**src/pkg/chg_consts.vh**
```
// constants for the charger command logic
`ifndef CHG_CONSTS_VH
`define CHG_CONSTS_VH
// ****************************************
// bus addresses and command codes
// ****************************************
`define CHG_ADDR_WR 8'h12
`define CHG_ADDR_RD 8'h13
`define CHG_CMD_MODE 8'h12
`define CHG_CMD_CURR 8'h14
`define CHG_CMD_VOLT 8'h15
`define CHG_BYTE_BITS 4'h8
`define CHG_LAST_BYTE 2'h3
// ****************************************
// reset and preset values
// ****************************************
`define CHG_MODE_RST 16'h0440
`define CHG_VOLT_RST 16'hFFF0
`define CHG_CURR_RST 16'h000C
`define CHG_VOLT_POR 16'hFFFF
`define CHG_CURR_POR 16'h00C0
// ****************************************
// mode word bit positions
// ****************************************
`define CHG_MB_OFF 0
`define CHG_MB_POR 2
`define CHG_MB_INS_MASK 5
`define CHG_MB_LOSS_MASK 6
`define CHG_MB_HOT 10
// ****************************************
// voltage and current fields
// ****************************************
`define CHG_VOR_HI 15
`define CHG_VOR_LO 14
`define CHG_VCODE_HI 13
`define CHG_VCODE_LO 4
`define CHG_VCODE_MAX 10'h3FF
`define CHG_VOLT_MIN 16'h0010
`define CHG_CURR_ZERO 16'h0000
`define CHG_TRK_SAT 16'h0020
`define CHG_TRK_FULL 5'h1F
`define CHG_TRK_OFF 5'h00
`define CHG_TRK_HI 4
// ****************************************
// range strap codes and limits in mA
// ****************************************
`define CHG_SEL_GND 2'h0
`define CHG_SEL_OPEN 2'h1
`define CHG_SEL_SUP 2'h2
`define CHG_IMAX_GND 12'h3FF
`define CHG_IMAX_OPEN 12'h7FF
`define CHG_IMAX_SUP 12'hFFF
// ****************************************
// synchroniser lanes
// ****************************************
`define CHG_NSYNC 10
`define CHG_S_SCL 0
`define CHG_S_SDA 1
`define CHG_S_CELL 2
`define CHG_S_LOSS 3
`define CHG_S_WARM 4
`define CHG_S_UNDER 5
`define CHG_S_VEL 6
`define CHG_S_CLAMP 7
`define CHG_S_SEL_LO 8
`define CHG_S_SEL_HI 9
`endif

```
**src/core/chg_smbus_cmd.v**
```verilog
// smbus write-word command decoder and charger settings for the charger
`timescale 1ns/10ps
`include "chg_consts.vh"
// Behaviour
// a transfer opens with sda falling while scl high, then the address.
// answer the seven-bit address 0001001, bytes 12h write and 13h read.
// command 12h write-word loads all sixteen data bits into the mode word.
// while no cell is inserted the thermal stop enable bit is forced to one.
// host clears thermal stop enable only after the cell is inserted.
// command 15h sets voltage in millivolts; low four data bits ignored.
// with d15 and d14 clear, voltage code is d13..d4, no over-range.
// d15 or d14 set gives all-ones voltage code and over-range flag.
// mode bit 0 set turns charging off and sets charge-off flag.
// host writes 0 to mode bits 1,3 and 1 to 4,7,8,9,11-15.
// mode bit 2 presets voltage FFFFh, current C0h, clears warm and alarm.
// mode bit 5 clear lets cell insertion changes raise an event.
// mode bit 6 clear lets supply loss changes raise an event.
// mode bit 10 lets the warm thermistor status stop charging.
// voltage setting resets to FFF0h and returns there with no cell.
// command 14h loads the sixteen-bit current setting in milliamps.
// range strap selects 1023, 2047 or 4095 mA maximum setting.
// trickle gives setting 1..31 mA; 20h and above gives full 31 mA.
// trickle off when voltage error low and voltage loop not inactive.
// trickle zero on zero current, low voltage, alarm, thermal stop, off.
// voltage loop inactive flag follows the clamp on the voltage node.
// thermal stop is warm and stop enable and not under-range.
// current setting resets to Ch and returns there with no cell.
// settings change only after a full acknowledged write-word.
// unknown command codes leave all settings unchanged.
module chg_smbus_cmd (
  // clock and reset
  input wire clock,
  input wire sys_rst,
  // serial bus pins
  input wire scl_in,
  input wire sda_in,
  output reg sda_out,
  output reg sda_oe,
  // analog status inputs
  input wire cell_inserted,
  input wire supply_loss,
  input wire warm_detect,
  input wire thermal_sensor_underrange,
  input wire voltage_error_low,
  input wire clamp_active,
  input wire [1:0] range_sel,
  // alarm request from logic on this clock
  input wire alarm_request,
  // stored settings
  output reg [15:0] mode_word,
  output reg [15:0] voltage_setpoint_word,
  output reg [15:0] current_setpoint_word,
  // derived controls and status
  output reg [9:0] voltage_code,
  output reg voltage_over_range,
  output reg charge_off_flag,
  output reg thermal_stop,
  output reg thermal_sensor_warm,
  output reg alarm_lockout,
  output reg voltage_loop_inactive,
  output reg charge_enable,
  output reg [4:0] trickle_source,
  output reg [11:0] max_current_ma,
  // change events
  output reg insertion_event,
  output reg supply_loss_event
);
  // ****************************************
  // states
  // ****************************************
  localparam ST_IDLE = 4'b0001;
  localparam ST_RECV = 4'b0010;
  localparam ST_ACK = 4'b0100;
  localparam ST_WAIT = 4'b1000;

  // ****************************************
  // input synchronisers
  // ****************************************
  wire [`CHG_NSYNC-1:0] sync_v;

  chg_sync #(
    .WIDTH(`CHG_NSYNC)
  ) u_sync (
    .clock(clock),
    .sys_rst(sys_rst),
    .async_in({range_sel, clamp_active, voltage_error_low,
      thermal_sensor_underrange, warm_detect, supply_loss,
      cell_inserted, sda_in, scl_in}),
    .sync_out(sync_v)
  );

  wire s_scl = sync_v[`CHG_S_SCL];
  wire s_sda = sync_v[`CHG_S_SDA];
  wire s_cell = sync_v[`CHG_S_CELL];
  wire s_loss = sync_v[`CHG_S_LOSS];
  wire s_warm = sync_v[`CHG_S_WARM];
  wire s_under = sync_v[`CHG_S_UNDER];
  wire s_vel = sync_v[`CHG_S_VEL];
  wire s_clamp = sync_v[`CHG_S_CLAMP];
  wire [1:0] s_sel = {sync_v[`CHG_S_SEL_HI], sync_v[`CHG_S_SEL_LO]};

  // ****************************************
  // bus condition detection
  // ****************************************
  reg scl_d;
  reg sda_d;
  reg cell_d;
  reg loss_d;

  wire scl_rise = s_scl & ~scl_d;
  wire scl_fall = ~s_scl & scl_d;
  // sda moving while scl high marks start or stop
  wire start_cond = scl_d & s_scl & sda_d & ~s_sda;
  wire stop_cond = scl_d & s_scl & ~sda_d & s_sda;

  always @(posedge clock) begin
    if (sys_rst) begin
      scl_d <= 1'b1;
      sda_d <= 1'b1;
      cell_d <= 1'b0;
      loss_d <= 1'b0;
    end else begin
      scl_d <= s_scl;
      sda_d <= s_sda;
      cell_d <= s_cell;
      loss_d <= s_loss;
    end
  end

  // ****************************************
  // byte receiver and acknowledge
  // ****************************************
  reg [3:0] state;
  reg [3:0] bit_cnt;
  reg [1:0] byte_idx;
  reg [7:0] rx_byte;
  reg [7:0] cmd_byte;
  reg [7:0] data_lo;
  reg wr_xfer;
  reg commit;

  wire addr_wr = (rx_byte == `CHG_ADDR_WR);
  wire addr_rd = (rx_byte == `CHG_ADDR_RD);
  wire [15:0] wr_data = {rx_byte, data_lo};

  always @(posedge clock) begin
    if (sys_rst) begin
      state <= ST_IDLE;
      bit_cnt <= 4'h0;
      byte_idx <= 2'h0;
      rx_byte <= 8'h00;
      cmd_byte <= 8'h00;
      data_lo <= 8'h00;
      wr_xfer <= 1'b0;
      commit <= 1'b0;
      sda_out <= 1'b0;
      sda_oe <= 1'b0;
    end else begin
      commit <= 1'b0;
      sda_out <= 1'b0;
      if (start_cond) begin
        // repeated start also restarts the address phase
        state <= ST_RECV;
        bit_cnt <= 4'h0;
        byte_idx <= 2'h0;
        wr_xfer <= 1'b0;
        sda_oe <= 1'b0;
      end else if (stop_cond) begin
        // a stop before the last acknowledge aborts the write
        state <= ST_IDLE;
        sda_oe <= 1'b0;
      end else begin
        case (state)
          ST_IDLE: begin
            sda_oe <= 1'b0;
          end
          ST_RECV: begin
            if (scl_rise && bit_cnt != `CHG_BYTE_BITS) begin
              rx_byte <= {rx_byte[6:0], s_sda};
              bit_cnt <= bit_cnt + 4'h1;
            end else if (scl_fall && bit_cnt == `CHG_BYTE_BITS) begin
              bit_cnt <= 4'h0;
              if (byte_idx == 2'h0) begin
                if (addr_wr || addr_rd) begin
                  wr_xfer <= addr_wr;
                  sda_oe <= 1'b1;
                  state <= ST_ACK;
                end else begin
                  state <= ST_WAIT;
                end
              end else begin
                if (byte_idx == 2'h1) begin
                  cmd_byte <= rx_byte;
                end
                if (byte_idx == 2'h2) begin
                  data_lo <= rx_byte;
                end
                sda_oe <= 1'b1;
                state <= ST_ACK;
              end
            end
          end
          ST_ACK: begin
            if (scl_fall) begin
              sda_oe <= 1'b0;
              byte_idx <= byte_idx + 2'h1;
              // commit only once the high data byte is acknowledged
              if (byte_idx == `CHG_LAST_BYTE) begin
                commit <= 1'b1;
                state <= ST_WAIT;
              end else if (wr_xfer) begin
                state <= ST_RECV;
              end else begin
                // read data is not driven, the bus reads as ones
                state <= ST_WAIT;
              end
            end
          end
          ST_WAIT: begin
            sda_oe <= 1'b0;
          end
          default: begin
            state <= ST_IDLE;
            sda_oe <= 1'b0;
          end
        endcase
      end
    end
  end

  // ****************************************
  // settings registers
  // ****************************************
  wire wr_mode = commit && cmd_byte == `CHG_CMD_MODE;
  wire wr_curr = commit && cmd_byte == `CHG_CMD_CURR;
  wire wr_volt = commit && cmd_byte == `CHG_CMD_VOLT;
  wire por_preset = wr_mode && wr_data[`CHG_MB_POR];

  always @(posedge clock) begin
    if (sys_rst) begin
      mode_word <= `CHG_MODE_RST;
      voltage_setpoint_word <= `CHG_VOLT_RST;
      current_setpoint_word <= `CHG_CURR_RST;
    end else begin
      if (wr_mode) begin
        mode_word <= wr_data;
      end
      // other codes fall through and store nothing
      if (por_preset) begin
        voltage_setpoint_word <= `CHG_VOLT_POR;
        current_setpoint_word <= `CHG_CURR_POR;
      end else begin
        if (wr_volt) begin
          voltage_setpoint_word <= wr_data;
        end
        if (wr_curr) begin
          current_setpoint_word <= wr_data;
        end
      end
      // removal overrides a voltage, current or stop enable bit write in the same cycle
      if (!s_cell) begin
        voltage_setpoint_word <= `CHG_VOLT_RST;
        current_setpoint_word <= `CHG_CURR_RST;
        mode_word[`CHG_MB_HOT] <= 1'b1;
      end
    end
  end

  // ****************************************
  // latched status flags
  // ****************************************
  always @(posedge clock) begin
    if (sys_rst) begin
      thermal_sensor_warm <= 1'b0;
      alarm_lockout <= 1'b0;
    end else begin
      // a new set wins over a clear in the same cycle
      if (s_warm) begin
        thermal_sensor_warm <= 1'b1;
      end else if (por_preset || !s_cell) begin
        thermal_sensor_warm <= 1'b0;
      end
      if (alarm_request) begin
        alarm_lockout <= 1'b1;
      end else if (por_preset || !s_cell) begin
        alarm_lockout <= 1'b0;
      end
    end
  end

  // ****************************************
  // derived controls
  // ****************************************
  wire next_over = voltage_setpoint_word[`CHG_VOR_HI] |
    voltage_setpoint_word[`CHG_VOR_LO];
  wire next_thermal_stop = thermal_sensor_warm &
    mode_word[`CHG_MB_HOT] & ~s_under;
  wire next_charge_enable = ~mode_word[`CHG_MB_OFF] &
    ~next_thermal_stop & ~alarm_lockout &
    (current_setpoint_word != `CHG_CURR_ZERO) &
    (voltage_setpoint_word >= `CHG_VOLT_MIN);
  // the clamp holding the voltage node keeps the trickle alive
  wire trickle_gate = next_charge_enable & ~(s_vel & ~s_clamp);
  reg [4:0] next_trickle;
  reg [11:0] next_max;

  always @* begin
    if (!trickle_gate) begin
      next_trickle = `CHG_TRK_OFF;
    end else if (current_setpoint_word >= `CHG_TRK_SAT) begin
      next_trickle = `CHG_TRK_FULL;
    end else begin
      next_trickle = current_setpoint_word[`CHG_TRK_HI:0];
    end
  end

  always @* begin
    case (s_sel)
      `CHG_SEL_GND: next_max = `CHG_IMAX_GND;
      `CHG_SEL_OPEN: next_max = `CHG_IMAX_OPEN;
      `CHG_SEL_SUP: next_max = `CHG_IMAX_SUP;
      default: next_max = `CHG_IMAX_OPEN;
    endcase
  end

  always @(posedge clock) begin
    if (sys_rst) begin
      voltage_code <= `CHG_VCODE_MAX;
      voltage_over_range <= 1'b1;
      charge_off_flag <= 1'b0;
      thermal_stop <= 1'b0;
      voltage_loop_inactive <= 1'b0;
      charge_enable <= 1'b0;
      trickle_source <= `CHG_TRK_OFF;
      max_current_ma <= `CHG_IMAX_GND;
      insertion_event <= 1'b0;
      supply_loss_event <= 1'b0;
    end else begin
      voltage_over_range <= next_over;
      if (next_over) begin
        voltage_code <= `CHG_VCODE_MAX;
      end else begin
        voltage_code <=
          voltage_setpoint_word[`CHG_VCODE_HI:`CHG_VCODE_LO];
      end
      charge_off_flag <= mode_word[`CHG_MB_OFF];
      thermal_stop <= next_thermal_stop;
      voltage_loop_inactive <= s_clamp;
      charge_enable <= next_charge_enable;
      trickle_source <= next_trickle;
      max_current_ma <= next_max;
      insertion_event <= (s_cell ^ cell_d) &
        ~mode_word[`CHG_MB_INS_MASK];
      supply_loss_event <= (s_loss ^ loss_d) &
        ~mode_word[`CHG_MB_LOSS_MASK];
    end
  end
endmodule

```
**src/core/chg_sync.v**
```verilog
// two-flop synchroniser for a group of asynchronous inputs
`timescale 1ns/10ps
module chg_sync #(
  parameter WIDTH = 1
) (
  // clock and reset
  input wire clock,
  input wire sys_rst,
  // asynchronous side
  input wire [WIDTH-1:0] async_in,
  // synchronised side
  output reg [WIDTH-1:0] sync_out
);
  reg [WIDTH-1:0] meta;

  // the first stage feeds only the second stage
  always @(posedge clock) begin
    if (sys_rst) begin
      meta <= {WIDTH{1'b0}};
      sync_out <= {WIDTH{1'b0}};
    end else begin
      meta <= async_in;
      sync_out <= meta;
    end
  end
endmodule

```
**config.mk**
```make
export PLATFORM = sky130hd
export DESIGN_NAME = chg_smbus_cmd
export DESIGN_NICKNAME = d
export VERILOG_FILES = /design/src/core/chg_smbus_cmd.v /design/src/core/chg_sync.v
export VERILOG_INCLUDE_DIRS = /design/src /design/src/pkg
export SDC_FILE = /design/constraint.sdc
export NUM_CORES = 1
export LEC_CHECK = 0
export ABC_AREA = 1
export BUFFER_PORTS_ARGS = -buffer_cell sky130_fd_sc_hd__buf_2
export CORE_UTILIZATION = 50
export DETAILED_ROUTE_END_ITERATION = 6
export PLACE_DENSITY = 0.79
export SYNTH_ARGS = -nofsm -noshare
export SYNTH_HDL_FRONTEND = slang
export SYNTH_SLANG_ARGS = --single-unit
export TNS_END_PERCENT = 1
```
**constraint.sdc**
```tcl
create_clock -name clock -period 1.4 [get_ports clock]
set_input_delay 0.14 -clock clock [delete_from_list [all_inputs] [get_ports clock]]
set_output_delay 0.14 -clock clock [all_outputs]
set_load 0.01 [all_outputs]
```
==> out/metrics.yaml <==
run_status:
  status: "finished with violations"
  violations: "negative setup slack"
sta:
  setup_viol: 15
  fin_skew_ns: 0.0137
  setup_ws_ns: -0.0687
  fmax_mhz: 681
  fin_crit_ns: 1.47
  period_share_pct: 105
  timing.hold.ws_ns: 0.358
  grt_setup_unrepaired: "yes"
  maxSlewViolCount: 0
  hold_violations: 0
die:
  placementRows: 37
  die_x_um: 106
  die-area_um2: 11200
  start_util_pct: 51.8
  ios: 99
  coreArea_um2: 10400
  dieHeight_um: 106
critical_path:
  slowest_stage: "dfxtp_1"
  crit_start: "bit_cnt[1]$_SDFFE_PP0P_"
  crit_path_start_kind: "register"
  reg2reg_from: "bit_cnt[1]$_SDFFE_PP0P_"
  worst_path_most_repeated_cell: "nor2_4"
  path_cells: "inv_2 -> ha_4 -> nand3_4 -> nor2_4 -> nand2_4 -> nor2_4 -> nand3_1 -> nand2_1 -> nor2_1"
  critical_path.max_stage_delay_ns: 0.32
  crit_path_max_fanout: 8
  crit_arrival_ns: 1.88
  worstSetupPathType: "register to register"
  cp-end-kind: "register"
  required_ns: 1.82
synth:
  syn_inst: 717
  ys_warn_count: 0
  synth_ff_type: "dfxtp_1"
  syn_area_um2: 5370
  ys_ff_latch: 135
  synth_edf_count: 0
  synth.distinct_cells: 29
  synth_top_area_share_pct: 50.3
  yosysTopAreaCell: "dfxtp_1"
  async_reset_ff_share_pct: 0
  yosysSeqAreaShare_pct: 50.3
  synth_area_leaders: "dfxtp_1, nand2_1, nor2_1"
  syn_avg_cell_area_um2: 7.49
global_route:
  grt_max_degree: 23
  grt.total_usage_pct: 24.5
  grt_pass1_wl_um: 21300
  grt_overflow: 0
  antenna_found_initial: 0
  grt_pass1_vias: 4643
clocking:
  clockBufferDepth: 2
  clock_sinks: 135
  cts-root-buf: "clkbuf_8"
  clk-insertion-delay-late_ns: 0.53
  clk_pin_slew_ns: 0.06
  cts-buffers-inserted: 17
  cts_tree: "built"
  htreeDepth: 4
power_and_ir_drop:
  p_leak_uw: 0.00324
  p_sw_share_pct: 23.0
  ir_drop_uv: 757
  switchingPower_uw: 2030
  p_per_area_nw_per_um2: 1270
  p_int_uw: 6780
  pwr-share-clk_pct: 48.1
  p_seq_share_pct: 45.0
  p_comb_share_pct: 6.9
cells_and_area:
  area_growth_pct: 29.4
  design_area_um2: 6950
  drive_above_1_share_pct: 23.5
  final_common_cell: "nand2_1"
  final_nets: 872
  diodes: 0
  layout_common_cells: "nand2_1, dfxtp_1, nor2_1, buf_2, inv_1"
routing:
  num_vias: 5000
  drtAntennaViolNets: 0
  post_drt_wl_per_cell_um: 13.0
  drt-pass1-iter-count: 6
  drt_iter0_markers: 284
  post-route-drc-count: 0
  vias_per_cell: 5.00
  wl_um: 13000
placement:
  gp_congestion: 0.831
  hpwl_um: 8930
  io_buffers: 87
  place_ws_ns: -0.102
  placed_cell_area_um2: 6160
worst_hold_path:
  hold_path_class: "input port to register"
  hp-start: "scl_in"
job:
  drv_cap: 0
power by group through the flow:
stage                     combinational [µW]  sequential [µW]  clock, µW
after CTS                                580             3970       4280
after detailed placement                 549             4050          0
after floorplan                          413             4050          0
after global routing                     702             3980       4510
final                                    608             3970       4230
after global placement                   535             4050          0
metrics by stage:
step,setup TNS (ns),std cells,power [µW],utilization (%)
finish,-0.291,1001,8810,67.0
global placement,-0.302,954,4580,59.4
CTS,-0.0628,998,8830,66.6
floorplan,-0.0350,726,4460,-
detailed placement,-1.38,954,4600,59.4
global route,-3.57,1001,9190,67.0
state kept, by name, indices dropped and copies added, names as in the netlist, 2 cells and up:
| register | cells |
|---|---|
| mode_word | 16 |
| max_current_ma | 2 |
| current_setpoint_word | 16 |
| voltage_code | 10 |
| trickle_source | 5 |
| byte_idx | 2 |
| voltage_setpoint_word | 16 |
| u_sync.meta | 10 |
| rx_byte | 8 |
| state | 4 |
| cmd_byte | 8 |
| u_sync.sync_out | 10 |
| data_lo | 8 |
| bit_cnt | 4 |
synth_stat cells, types with 4 or more instances:
master,count
dfxtp_1,135
nor2_4,6
nor3_1,7
inv_1,77
ha_1,6
buf_2,9
o21ai_0,25
nor2_1,125
nand4_1,21
nand3_1,55
clkbuf_1,8
a21oi_1,45
or2_2,6
nor2_2,5
buf_4,14
nand2_1,151
inv_2,4
final timing paths:
kind | end | slack (ns) | cells past startpoint
max | cmd_byte[0]$_SDFFE_PP0P_ | -0.07 | 9
min | u_sync.meta[0]$_SDFF_PP0_ | 0.36 | 4
max reg2reg | cmd_byte[0]$_SDFFE_PP0P_ | -0.07 | 9
min reg2reg | u_sync.sync_out[1]$_SDFF_PP0_ | 0.40 | 2
critical path, delay by kind of cell (launching register included):
kind	cells	cell delay [ns]
AND/OR/NAND/NOR	7	0.81
flip-flops	1	0.32
adder cells (fa/ha/maj)	1	0.15
buffers and inverters	1	0.07
metal layers:
layer  wire [µm]  track usage (%)  up-vias
met1        5410             27.8     2273
li1            -                -     2522
met2        6460             42.3      174
met5           0                0        -
met4         425             12.1        0
met3         744             6.56       31
area by class of cell:
| type | count | area (µm²) |
|---|---|---|
| Fill cell | 800 | 3420 |
| Sequential cell | 135 | 2710 |
| Multi-Input combinational cell | 476 | 2290 |
| Timing Repair Buffer | 142 | 907 |
| Clock buffer | 20 | 445 |
| Inverter | 81 | 304 |
| Tap cell | 136 | 170 |
| Clock inverter | 11 | 126 |
cells by family (layout without fill, tap and decap cells):
logic type	after synthesis	in the layout	share of synthesized area [%]
simple gates	383	383	31.4
flops	135	135	50.3
buf+inv	115	254	9.37
compound gates	72	72	6.76
fa+ha+maj	6	6	1.40
xor+xnor	4	4	0.652
other cells	2	11	0.140
what timing repair did:
item,4_1_cts,5_1_grt
resized for setup,9,21
endpoints found under the setup margin,30,78
cloned,0,0
setup buffers,1,3
pin swaps,6,6
hold buffers,12,0
hold endpoints to repair,17,0
Note: power is estimated with default switching activity, not from simulation.
